==> config.mk <==
export PLATFORM = sky130hd
export DESIGN_NAME = lcvpm_camera_flat
export DESIGN_NICKNAME = d
export VERILOG_FILES = /design/src/rtl/lcvpm_pkg.sv /design/src/rtl/lcvpm_if.sv /design/src/rtl/lcvpm_camera.sv /design/src/flat_wrapper.sv
export VERILOG_INCLUDE_DIRS = /design/src /design/src/rtl
export SDC_FILE = /design/constraint.sdc
export NUM_CORES = 1
export LEC_CHECK = 0
export BUFFER_PORTS_ARGS = -buffer_cell sky130_fd_sc_hd__buf_2
export CAP_MARGIN = 10
export CORE_MARGIN = 4
export CORE_UTILIZATION = 54
export CTS_BUF_LIST = sky130_fd_sc_hd__clkbuf_4 sky130_fd_sc_hd__clkbuf_8
export CTS_CLUSTER_DIAMETER = 40
export DETAILED_ROUTE_END_ITERATION = 8
export PLACE_DENSITY_LB_ADDON = 0.08
export SYNTH_ARGS = -nofsm -noshare
export SYNTH_HDL_FRONTEND = slang
export SYNTH_HIERARCHICAL = 1
export SYNTH_SLANG_ARGS = --single-unit
==> constraint.sdc <==
create_clock -name clock -period 6.8 [get_ports clock]
set_clock_uncertainty 0.15 [all_clocks]
set_input_delay 0.68 -clock clock [delete_from_list [all_inputs] [get_ports clock]]
set_output_delay 0.68 -clock clock [all_outputs]
set_load 0.01 [all_outputs]
==> src/rtl/lcvpm_map.svh <==
// constants of the line camera video port mapper
// Functional notes
// - only two formats, 8-bit or 10-bit three taps
// - 8-bit: red A, green B, blue C
// - 10-bit: red A plus B0-1, blue C plus B4-5
// - 10-bit: green E plus F0-1, rest empty
// - 8-bit output needs only the first link
// - xclk forwarded on its own, yclk and zclk driven from one shared register
// - 10-bit drives second link, outputs only
// - CC1 starts lines in external trigger mode
// - CC2 encoder used only in average mode
// - CC3 and CC4 are always ignored
// - serial in on SerTC, replies on SerTFG
// - grabber holds unused controls at fixed level
`ifndef LCVPM_MAP_SVH
`define LCVPM_MAP_SVH
`define LCVPM_PIX_W 10
`define LCVPM_PORT_W 8
`define LCVPM_FIFO_DEPTH 8
`define LCVPM_SER_IDLE 1'b1
`define LCVPM_CC_IDLE 1'b0
`endif

==> src/rtl/lcvpm_pkg.sv <==
// types of the line camera video port mapper
`include "lcvpm_map.svh"
package lcvpm_pkg;
    typedef logic [`LCVPM_PIX_W-1:0] lcvpm_pix_t;
    typedef logic [`LCVPM_PORT_W-1:0] lcvpm_port_t;
    typedef struct packed {
        logic sol;
        logic eol;
        lcvpm_pix_t red;
        lcvpm_pix_t green;
        lcvpm_pix_t blue;
    } lcvpm_word_t;
endpackage : lcvpm_pkg

==> src/rtl/lcvpm_if.sv <==
// link between camera and frame grabber
`timescale 1ns/1ps
interface lcvpm_if;
    lcvpm_pkg::lcvpm_port_t port_a;
    lcvpm_pkg::lcvpm_port_t port_b;
    lcvpm_pkg::lcvpm_port_t port_c;
    lcvpm_pkg::lcvpm_port_t port_d;
    lcvpm_pkg::lcvpm_port_t port_e;
    lcvpm_pkg::lcvpm_port_t port_f;
    lcvpm_pkg::lcvpm_port_t port_g;
    lcvpm_pkg::lcvpm_port_t port_h;
    logic lval;
    logic dval;
    logic xclk;
    logic yclk;
    logic zclk;
    logic cc1;
    logic cc2;
    logic cc3;
    logic cc4;
    logic sertc;
    logic sertfg;
    modport camera (
        output port_a, port_b, port_c, port_d, port_e, port_f, port_g, port_h,
        output lval, dval, xclk, yclk, zclk, sertfg,
        input cc1, cc2, cc3, cc4, sertc
    );
    modport grabber (
        input port_a, port_b, port_c, port_d, port_e, port_f, port_g, port_h,
        input lval, dval, xclk, yclk, zclk, sertfg,
        output cc1, cc2, cc3, cc4, sertc
    );
endinterface : lcvpm_if

==> src/rtl/lcvpm_camera.sv <==
// camera end: pixel fifo and port mapper
`timescale 1ns/1ps
`include "lcvpm_map.svh"

module lcvpm_fifo #(
    parameter int W = 32,
    parameter int DEPTH = `LCVPM_FIFO_DEPTH
) (
    input wire logic clock,
    input wire logic srst,
    input wire logic ce,
    input wire logic in_valid,
    output logic in_ready,
    input wire logic [W-1:0] in_data,
    output logic out_valid,
    input wire logic out_ready,
    output logic [W-1:0] out_data
);
    localparam int AW = (DEPTH > 1) ? $clog2(DEPTH) : 1;
    logic [W-1:0] mem_q [DEPTH];
    logic [AW-1:0] wr_q;
    logic [AW-1:0] rd_q;
    logic [AW:0] cnt_q;
    wire push = ce & in_valid & in_ready;
    wire pop = ce & out_valid & out_ready;

    function automatic logic [AW-1:0] next_ptr(input logic [AW-1:0] p);
        next_ptr = (p == AW'(DEPTH - 1)) ? '0 : p + AW'(1);
    endfunction : next_ptr

    assign in_ready = (cnt_q != (AW+1)'(DEPTH));
    assign out_valid = (cnt_q != '0);
    assign out_data = mem_q[rd_q];

    always_ff @(posedge clock) begin
        if (push) begin
            mem_q[wr_q] <= in_data;
        end
    end

    always_ff @(posedge clock) begin
        if (srst) begin
            wr_q <= '0;
            rd_q <= '0;
            cnt_q <= '0;
        end else begin
            if (push) begin
                wr_q <= next_ptr(wr_q);
            end
            if (pop) begin
                rd_q <= next_ptr(rd_q);
            end
            cnt_q <= cnt_q + (AW+1)'(push) - (AW+1)'(pop);
        end
    end
endmodule : lcvpm_fifo

module lcvpm_camera #(
    parameter int DEPTH = `LCVPM_FIFO_DEPTH
) (
    input wire logic clock,
    input wire logic srst,
    input wire logic ce,
    input wire logic pix_valid,
    output logic pix_ready,
    input wire logic pix_sol,
    input wire logic pix_eol,
    input wire lcvpm_pkg::lcvpm_pix_t pix_red,
    input wire lcvpm_pkg::lcvpm_pix_t pix_green,
    input wire lcvpm_pkg::lcvpm_pix_t pix_blue,
    input wire logic wide_sel,
    output logic wide_active,
    input wire logic ext_trig_sel,
    input wire logic avg_mode,
    input wire logic int_line_req,
    output logic line_start,
    output logic encoder_pulse,
    output logic ser_rx,
    input wire logic ser_tx,
    lcvpm_if.camera link
);
    localparam int WW = $bits(lcvpm_pkg::lcvpm_word_t);
    lcvpm_pkg::lcvpm_word_t in_word;
    lcvpm_pkg::lcvpm_word_t out_word;
    logic out_valid;
    logic lclk_q;
    logic yzclk_q;
    logic wide_q;
    logic lval_q;
    logic dval_q;
    lcvpm_pkg::lcvpm_port_t pa_q;
    lcvpm_pkg::lcvpm_port_t pb_q;
    lcvpm_pkg::lcvpm_port_t pc_q;
    lcvpm_pkg::lcvpm_port_t pe_q;
    lcvpm_pkg::lcvpm_port_t pf_q;
    logic [2:0] sync1_q;
    logic [2:0] sync2_q;
    logic [1:0] prev_q;
    logic line_start_q;
    logic encoder_q;
    logic sertfg_q;

    assign in_word = '{sol: pix_sol, eol: pix_eol, red: pix_red, green: pix_green,
        blue: pix_blue};

    // one word leaves per link clock period, on its falling half
    wire tick = lclk_q;

    lcvpm_fifo #(.W(WW), .DEPTH(DEPTH)) u_fifo (
        .clock(clock),
        .srst(srst),
        .ce(ce),
        .in_valid(pix_valid),
        .in_ready(pix_ready),
        .in_data(in_word),
        .out_valid(out_valid),
        .out_ready(tick),
        .out_data(out_word)
    );

    wire take = tick & out_valid;
    // the first word of a line picks up the new width
    wire use_wide = (take & out_word.sol) ? wide_sel : wide_q;
    wire lval_d = take ? ~out_word.eol : (lval_q & ~tick);

    // only two layouts exist, selected by use_wide
    wire [`LCVPM_PORT_W-1:0] map_a = out_word.red[7:0];
    wire [`LCVPM_PORT_W-1:0] map_b = use_wide ?
        {2'h0, out_word.blue[9:8], 2'h0, out_word.red[9:8]} :
        out_word.green[7:0];
    wire [`LCVPM_PORT_W-1:0] map_c = out_word.blue[7:0];
    wire [`LCVPM_PORT_W-1:0] map_e = use_wide ? out_word.green[7:0] : 8'h00;
    wire [`LCVPM_PORT_W-1:0] map_f = use_wide ? {6'h00, out_word.green[9:8]} : 8'h00;

    // link clock: divide by two, data changes on its falling edge
    always_ff @(posedge clock) begin
        if (srst) begin
            lclk_q <= 1'b0;
            yzclk_q <= 1'b0;
        end else if (ce) begin
            lclk_q <= ~lclk_q;
            yzclk_q <= wide_q & ~lclk_q;
        end
    end

    always_ff @(posedge clock) begin
        if (srst) begin
            wide_q <= 1'b0;
            lval_q <= 1'b0;
            dval_q <= 1'b0;
        end else if (ce) begin
            if (take && out_word.sol) begin
                wide_q <= wide_sel;
            end
            if (tick) begin
                dval_q <= out_valid;
                lval_q <= take | lval_d;
            end
        end
    end

    always_ff @(posedge clock) begin
        if (srst) begin
            pa_q <= 8'h00;
            pb_q <= 8'h00;
            pc_q <= 8'h00;
            pe_q <= 8'h00;
            pf_q <= 8'h00;
        end else if (ce && tick) begin
            pa_q <= out_valid ? map_a : 8'h00;
            pb_q <= out_valid ? map_b : 8'h00;
            pc_q <= out_valid ? map_c : 8'h00;
            pe_q <= out_valid ? map_e : 8'h00;
            pf_q <= out_valid ? map_f : 8'h00;
        end
    end

    assign link.port_a = pa_q;
    assign link.port_b = pb_q;
    assign link.port_c = pc_q;
    assign link.port_d = 8'h00;
    assign link.port_e = pe_q;
    assign link.port_f = pf_q;
    assign link.port_g = 8'h00;
    assign link.port_h = 8'h00;
    assign link.lval = lval_q;
    assign link.dval = dval_q;
    assign link.xclk = lclk_q;
    assign link.yclk = yzclk_q;
    assign link.zclk = yzclk_q;
    assign link.sertfg = sertfg_q;
    assign wide_active = wide_q;

    // control pins: cc1, cc2, sertc; cc3 and cc4 are never sampled
    wire cc1_s = sync2_q[0];
    wire cc2_s = sync2_q[1];
    wire cc1_rise = cc1_s & ~prev_q[0];
    wire cc2_rise = cc2_s & ~prev_q[1];
    wire line_start_d = ext_trig_sel ? cc1_rise : int_line_req;
    wire encoder_d = avg_mode & cc2_rise;

    always_ff @(posedge clock) begin
        if (srst) begin
            sync1_q <= {`LCVPM_SER_IDLE, `LCVPM_CC_IDLE, `LCVPM_CC_IDLE};
            sync2_q <= {`LCVPM_SER_IDLE, `LCVPM_CC_IDLE, `LCVPM_CC_IDLE};
            prev_q <= 2'h0;
            line_start_q <= 1'b0;
            encoder_q <= 1'b0;
            sertfg_q <= `LCVPM_SER_IDLE;
        end else if (ce) begin
            sync1_q <= {link.sertc, link.cc2, link.cc1};
            sync2_q <= sync1_q;
            prev_q <= {cc2_s, cc1_s};
            line_start_q <= line_start_d;
            encoder_q <= encoder_d;
            sertfg_q <= ser_tx;
        end
    end

    assign line_start = line_start_q;
    assign encoder_pulse = encoder_q;
    assign ser_rx = sync2_q[2];
endmodule : lcvpm_camera

==> src/flat_wrapper.sv <==
// flat-port wrapper written by rule: the top's interface ports become plain ports
module lcvpm_camera_flat 
#(
    parameter int DEPTH = `LCVPM_FIFO_DEPTH
)
  (clock, srst, ce, pix_valid, pix_ready, pix_sol, pix_eol, pix_red, pix_green, pix_blue, wide_sel, wide_active, ext_trig_sel, avg_mode, int_line_req, line_start, encoder_pulse, ser_rx, ser_tx, link_port_a, link_port_b, link_port_c, link_port_d, link_port_e, link_port_f, link_port_g, link_port_h, link_lval, link_dval, link_xclk, link_yclk, link_zclk, link_sertfg, link_cc1, link_cc2, link_cc3, link_cc4, link_sertc);
  lcvpm_if link_i ();
  input wire logic clock;
  input wire logic srst;
  input wire logic ce;
  input wire logic pix_valid;
  output logic pix_ready;
  input wire logic pix_sol;
  input wire logic pix_eol;
  input wire lcvpm_pkg::lcvpm_pix_t pix_red;
  input wire lcvpm_pkg::lcvpm_pix_t pix_green;
  input wire lcvpm_pkg::lcvpm_pix_t pix_blue;
  input wire logic wide_sel;
  output logic wide_active;
  input wire logic ext_trig_sel;
  input wire logic avg_mode;
  input wire logic int_line_req;
  output logic line_start;
  output logic encoder_pulse;
  output logic ser_rx;
  input wire logic ser_tx;
  output wire logic [$bits(link_i.port_a)-1:0] link_port_a;
  output wire logic [$bits(link_i.port_b)-1:0] link_port_b;
  output wire logic [$bits(link_i.port_c)-1:0] link_port_c;
  output wire logic [$bits(link_i.port_d)-1:0] link_port_d;
  output wire logic [$bits(link_i.port_e)-1:0] link_port_e;
  output wire logic [$bits(link_i.port_f)-1:0] link_port_f;
  output wire logic [$bits(link_i.port_g)-1:0] link_port_g;
  output wire logic [$bits(link_i.port_h)-1:0] link_port_h;
  output wire logic [$bits(link_i.lval)-1:0] link_lval;
  output wire logic [$bits(link_i.dval)-1:0] link_dval;
  output wire logic [$bits(link_i.xclk)-1:0] link_xclk;
  output wire logic [$bits(link_i.yclk)-1:0] link_yclk;
  output wire logic [$bits(link_i.zclk)-1:0] link_zclk;
  output wire logic [$bits(link_i.sertfg)-1:0] link_sertfg;
  input wire logic [$bits(link_i.cc1)-1:0] link_cc1;
  input wire logic [$bits(link_i.cc2)-1:0] link_cc2;
  input wire logic [$bits(link_i.cc3)-1:0] link_cc3;
  input wire logic [$bits(link_i.cc4)-1:0] link_cc4;
  input wire logic [$bits(link_i.sertc)-1:0] link_sertc;
  assign link_port_a = link_i.port_a;
  assign link_port_b = link_i.port_b;
  assign link_port_c = link_i.port_c;
  assign link_port_d = link_i.port_d;
  assign link_port_e = link_i.port_e;
  assign link_port_f = link_i.port_f;
  assign link_port_g = link_i.port_g;
  assign link_port_h = link_i.port_h;
  assign link_lval = link_i.lval;
  assign link_dval = link_i.dval;
  assign link_xclk = link_i.xclk;
  assign link_yclk = link_i.yclk;
  assign link_zclk = link_i.zclk;
  assign link_sertfg = link_i.sertfg;
  assign link_i.cc1 = link_cc1;
  assign link_i.cc2 = link_cc2;
  assign link_i.cc3 = link_cc3;
  assign link_i.cc4 = link_cc4;
  assign link_i.sertc = link_sertc;
  lcvpm_camera #(.DEPTH(DEPTH)) u_core (.clock(clock), .srst(srst), .ce(ce), .pix_valid(pix_valid), .pix_ready(pix_ready), .pix_sol(pix_sol), .pix_eol(pix_eol), .pix_red(pix_red), .pix_green(pix_green), .pix_blue(pix_blue), .wide_sel(wide_sel), .wide_active(wide_active), .ext_trig_sel(ext_trig_sel), .avg_mode(avg_mode), .int_line_req(int_line_req), .line_start(line_start), .encoder_pulse(encoder_pulse), .ser_rx(ser_rx), .ser_tx(ser_tx), .link(link_i));
endmodule
== Word level (Yosys, flattened, before mapping) ==
Memory sizes are Yosys's and may differ from the RTL's. A register that Yosys moved wholly into a read port is not among the register bits.
Cells that the tools add are included.

* Flip-flop bits (word level): 66
* Input port bits: 46
* Output and inout port bits: 75
* Logic and storage cells: 65
* Bits in writable memories: 256
* Memories kept: 1

{| class="wikitable"
|+ Memories
! name !! words !! width !! read ports !! clocked after Yosys merged registers in !! write ports !! RTL line !! text
|-
| u_core.u_fifo.mem_q || 8 || 32 || 1 || 1 || 1 || lcvpm_camera.sv:20 || <nowiki>logic [W-1:0] mem_q [DEPTH];</nowiki>
|}

* Add/subtract/negate cells: 4
* Bitwise logic cells: 16
* Reduce and logical (&&, ||, !) cells: 5
* Mux-type cells: 17
* Equal/unequal tests: 3

{| class="wikitable"
|+ Operators with widths
! kind !! count
|-
| 2-to-1 mux 8 bit || 7
|-
| 2-to-1 mux 3 bit || 4
|-
| AND 1 bit || 11
|-
| adder 3 x 1 -> 3 bit (second input constant) || 2
|-
| equality test 3 bit (second input constant) || 2
|-
| 2-to-1 mux 1 bit || 5
|-
| adder 4 x 1 -> 4 bit || 1
|-
| inequality test 4 bit (second input constant) || 1
|-
| NOT 1 bit || 4
|-
| AND reduction 2 bit || 2
|-
| nonzero test 4 bit || 1
|-
| subtractor 4 x 1 -> 4 bit || 1
|-
| logical AND 1 bit || 2
|-
| 2-to-1 mux 2 bit || 1
|-
| bitwise OR 1 bit || 1
|}

== Depth between registers and ports, before layout ==
* Word-level depth: 6
* Depth in mapped cells: 11
* Depth with buffers taken out: 10

== Cells and area by module ==
Netlist, hierarchy kept.

{| class="wikitable"
|+ Modules (own cells, without submodules)
! module !! cells an instance !! sequential area each (um^2) !! instances !! area an instance (um^2)
|-
| lcvpm_fifo || 443 || 7,947.6 || 1 || 10,492.6
|-
| lcvpm_camera || 188 || 1,001.0 || 1 || 2,088.3
|}

== Least setup slack after synthesis ==
OpenSTA, ideal clock, no wires.

* Path kind: reg-to-reg
* Start: register u_core.u_fifo.cnt_q[2]
* End: memory u_core.u_fifo.mem_q[4][0], enable pin
* Data arrival time: 4.360 ns
* Stages on the path, launching flop included: 6
* Clock period less this slack: 5.023 ns
* Data required time: 6.137 ns
* Path buffers: 0
* Setup slack: 1.777 ns
* Library setup time: 0.513 ns
* Cells stage by stage: dfxtp_1 -> inv_1 -> ha_1 -> or3b_2 -> nand3_2 -> nor4b_1

* Word-level cells in the longest chain between the ends: 4

{| class="wikitable"
|+ RTL lines
! what !! RTL line !! text
|-
| from (decl) || lcvpm_camera.sv:23 || <nowiki>logic [AW:0] cnt_q;</nowiki>
|-
| from (signal assigned) || lcvpm_camera.sv:53 || <nowiki>cnt_q <= cnt_q + (AW+1)'(push) - (AW+1)'(pop);</nowiki>
|-
| inequality test 4 bit || lcvpm_camera.sv:31 || <nowiki>assign in_ready = (cnt_q != (AW+1)'(DEPTH));</nowiki>
|-
| net pix_ready || flat_wrapper.sv:12 || <nowiki>output logic pix_ready;</nowiki>
|-
| AND 1 bit || lcvpm_camera.sv:24 || <nowiki>wire push = ce & in_valid & in_ready;</nowiki>
|-
| 2-to-1 mux 1 bit || lcvpm_camera.sv:36 || <nowiki>if (push) begin</nowiki>
|-
| 2-to-1 mux 1 bit (implied by the code) || lcvpm_camera.sv:37 || <nowiki>mem_q[wr_q] <= in_data;</nowiki>
|-
| to (decl) || lcvpm_camera.sv:20 ||
|}

The timed path passes the listed nets, and every way through them passes these cells.

==> results_dict.tcl <==
set metrics [dict create \
    run_status "finished clean" \
    routed_wl_um 23200 \
    cts_made_buffers 51 \
    drc_errors 0 \
    cp.required_ps 7140 \
    clock_tree.buffer_depth 3 \
    dp_hpwl_um 12500 \
    post_cts_buffers 0 \
    grt_pass1_wl_um 35900 \
    syn_to_final_growth_pct 13.5 \
    synth_area_um2 12300 \
    fill_cells 1580 \
    cts-htree-levels 2 \
    path_clk_slew_ps 60 \
    whs_path_depth 2 \
    period_minus_slack_ps 3140 \
    relSlewSlack_pct 47.6 \
    tightestPinTransition_ps 787 \
    fp.dieH_um 159 \
    crit_type "reg -> reg" \
    dieArea_um2 25200 \
    layout.cells.non_filler 1059 \
    vdd_drop_max_v 0.000205 \
    hold_violations 0 \
    grt_antenna_before_repair 2 \
    cts_resized 0 \
    worstPathArrival_ps 3480 \
    cts_root_buffer "clkbuf_8" \
    drtAntennaViolNets 0 \
    setup-violations-final 0 \
    routedWlPerCell_um 21.9 \
    clock_latency_ps 560 \
    core_area_um2 22100 \
    cts_hold_buf 0 \
    start_kind "flop" \
    min-delay-start "ser_tx" \
    syn_area_per_cell_um2 19.8 \
    syn_inst 620 \
    gr-usage-all-layers_pct 18.4 \
    place_inst 965 \
    portBuffers 87 \
    antenna_cells 0 \
    std_cell_rows 54 \
    r2r.worst_path.cells 6 \
    boundaryPins 121 \
    vias 5984 \
    hold_path_class "in -> reg" \
    die_x_um 159 \
    yosysWarnings 6 \
    timing.final.crit_share_pct 46.2 \
    dr.pass1.iters 4 \
    cts.sinks 311 \
    place_ws_ps 3650 \
    drive_gt1_share_pct 33.9 \
    cp-end-kind "flop" \
    cts_tree "built" \
    grt_start_max_net_pins 39 \
    p_total_mw 4.09 \
    path_max_fanout 32 \
    grt_pass1_vias 6315 \
    rsz0062_at_grt "no" \
    gp_congestion 0.704 \
    overflow 0 \
    nNetsFinal 795 \
    maxCapViolCount 0 \
    setup_ws_ps 3660 \
    power_per_cell_area_nw_per_um2 293 \
    start_util_pct 55.6 \
    fin_tns_setup_ps 0 \
    drt_iter0_drc 377 \
    viasPerCell 5.65 \
    fmax_mhz 318 \
    maxSlewViolCount 0 \
    p_leak_nw 4.96 \
]
## registers in the layout, indices dropped and copies added (netlist names), 2 cells and up, named ones only
register             cells
u_core/u_fifo/wr_q       3
u_core/link.port_f       2
u_core/prev_q            2
u_core/link.port_e       8
u_core/u_fifo/rd_q       3
u_core/link.port_c       8
u_core/link.port_b       8
u_core/link.port_a       8
u_core/u_fifo/mem_q    248
u_core/sync2_q           3
u_core/sync1_q           3
u_core/u_fifo/cnt_q      4
## layer usage
metal  share of wire, %  vias to the layer above  global-route usage [%]
met3                5.6                       45                    4.46
li1                   -                     2709                       -
met1                 42                     3049                    23.8
met5               0.10                        -                       0
met4                2.1                        4                    5.36
met2                 50                      177                    31.2
## metrics by stage
stage | utilization (%) | hold slack [ps] | area, um^2
5_1_grt | 63.1 | 170 | 13900
3_5_place_dp | 58.2 | 285 | 12900
3_3_place_gp | 58.2 | 278 | 12900
2_1_floorplan | - | 281 | 12400
6_report | 63.1 | 188 | 13900
4_1_cts | 63.1 | 153 | 13900
## area by class of cell
type	instances	area (um^2)	share of cell area (%)
flip-flops and latches	311	8710	62.5
multi-input cells	270	3260	23.4
clock buffers	81	977	7.01
repair buffers	99	526	3.77
well taps	280	350	2.51
clock inverters	13	100	0.718
inverters	5	18.8	0.135
## final timing paths
check / slack (ps) / to
setup reg to reg: 3660 / u_core/link.port_b[7]
hold / removal: 190 / u_core/link.sertfg
hold reg to reg: 290 / u_core/link.port_e[6]
setup / recovery: 3660 / u_core/link.port_b[7]
## cell usage in the layout, fill, tap and decap left out, types with 22 or more instances in the layout
master,n
mux4_1,40
edfxtp_1,248
dfxtp_1,60
conb_1,30
buf_2,87
clkbuf_4,22
mux2i_1,25
clkbuf_8,59
mux4_2,22
mux2_2,32
a22o_1,26
## critical path, stage by stage, from the launching register on
cell and delay, ps:
dfxtp_2 840, buf_4 530, mux4_1 390, mux2_2 350
nand3_4 170, mux2i_4 380, a32o_1 220
## where the power goes
group          internal, mW  switching [mW]  total, mW
registers              2.11          0.0315       2.14
logic                 0.133           0.165      0.298
clock network         0.953           0.695       1.65
total                  3.20           0.891       4.09
(Power assumes the default switching activity.)
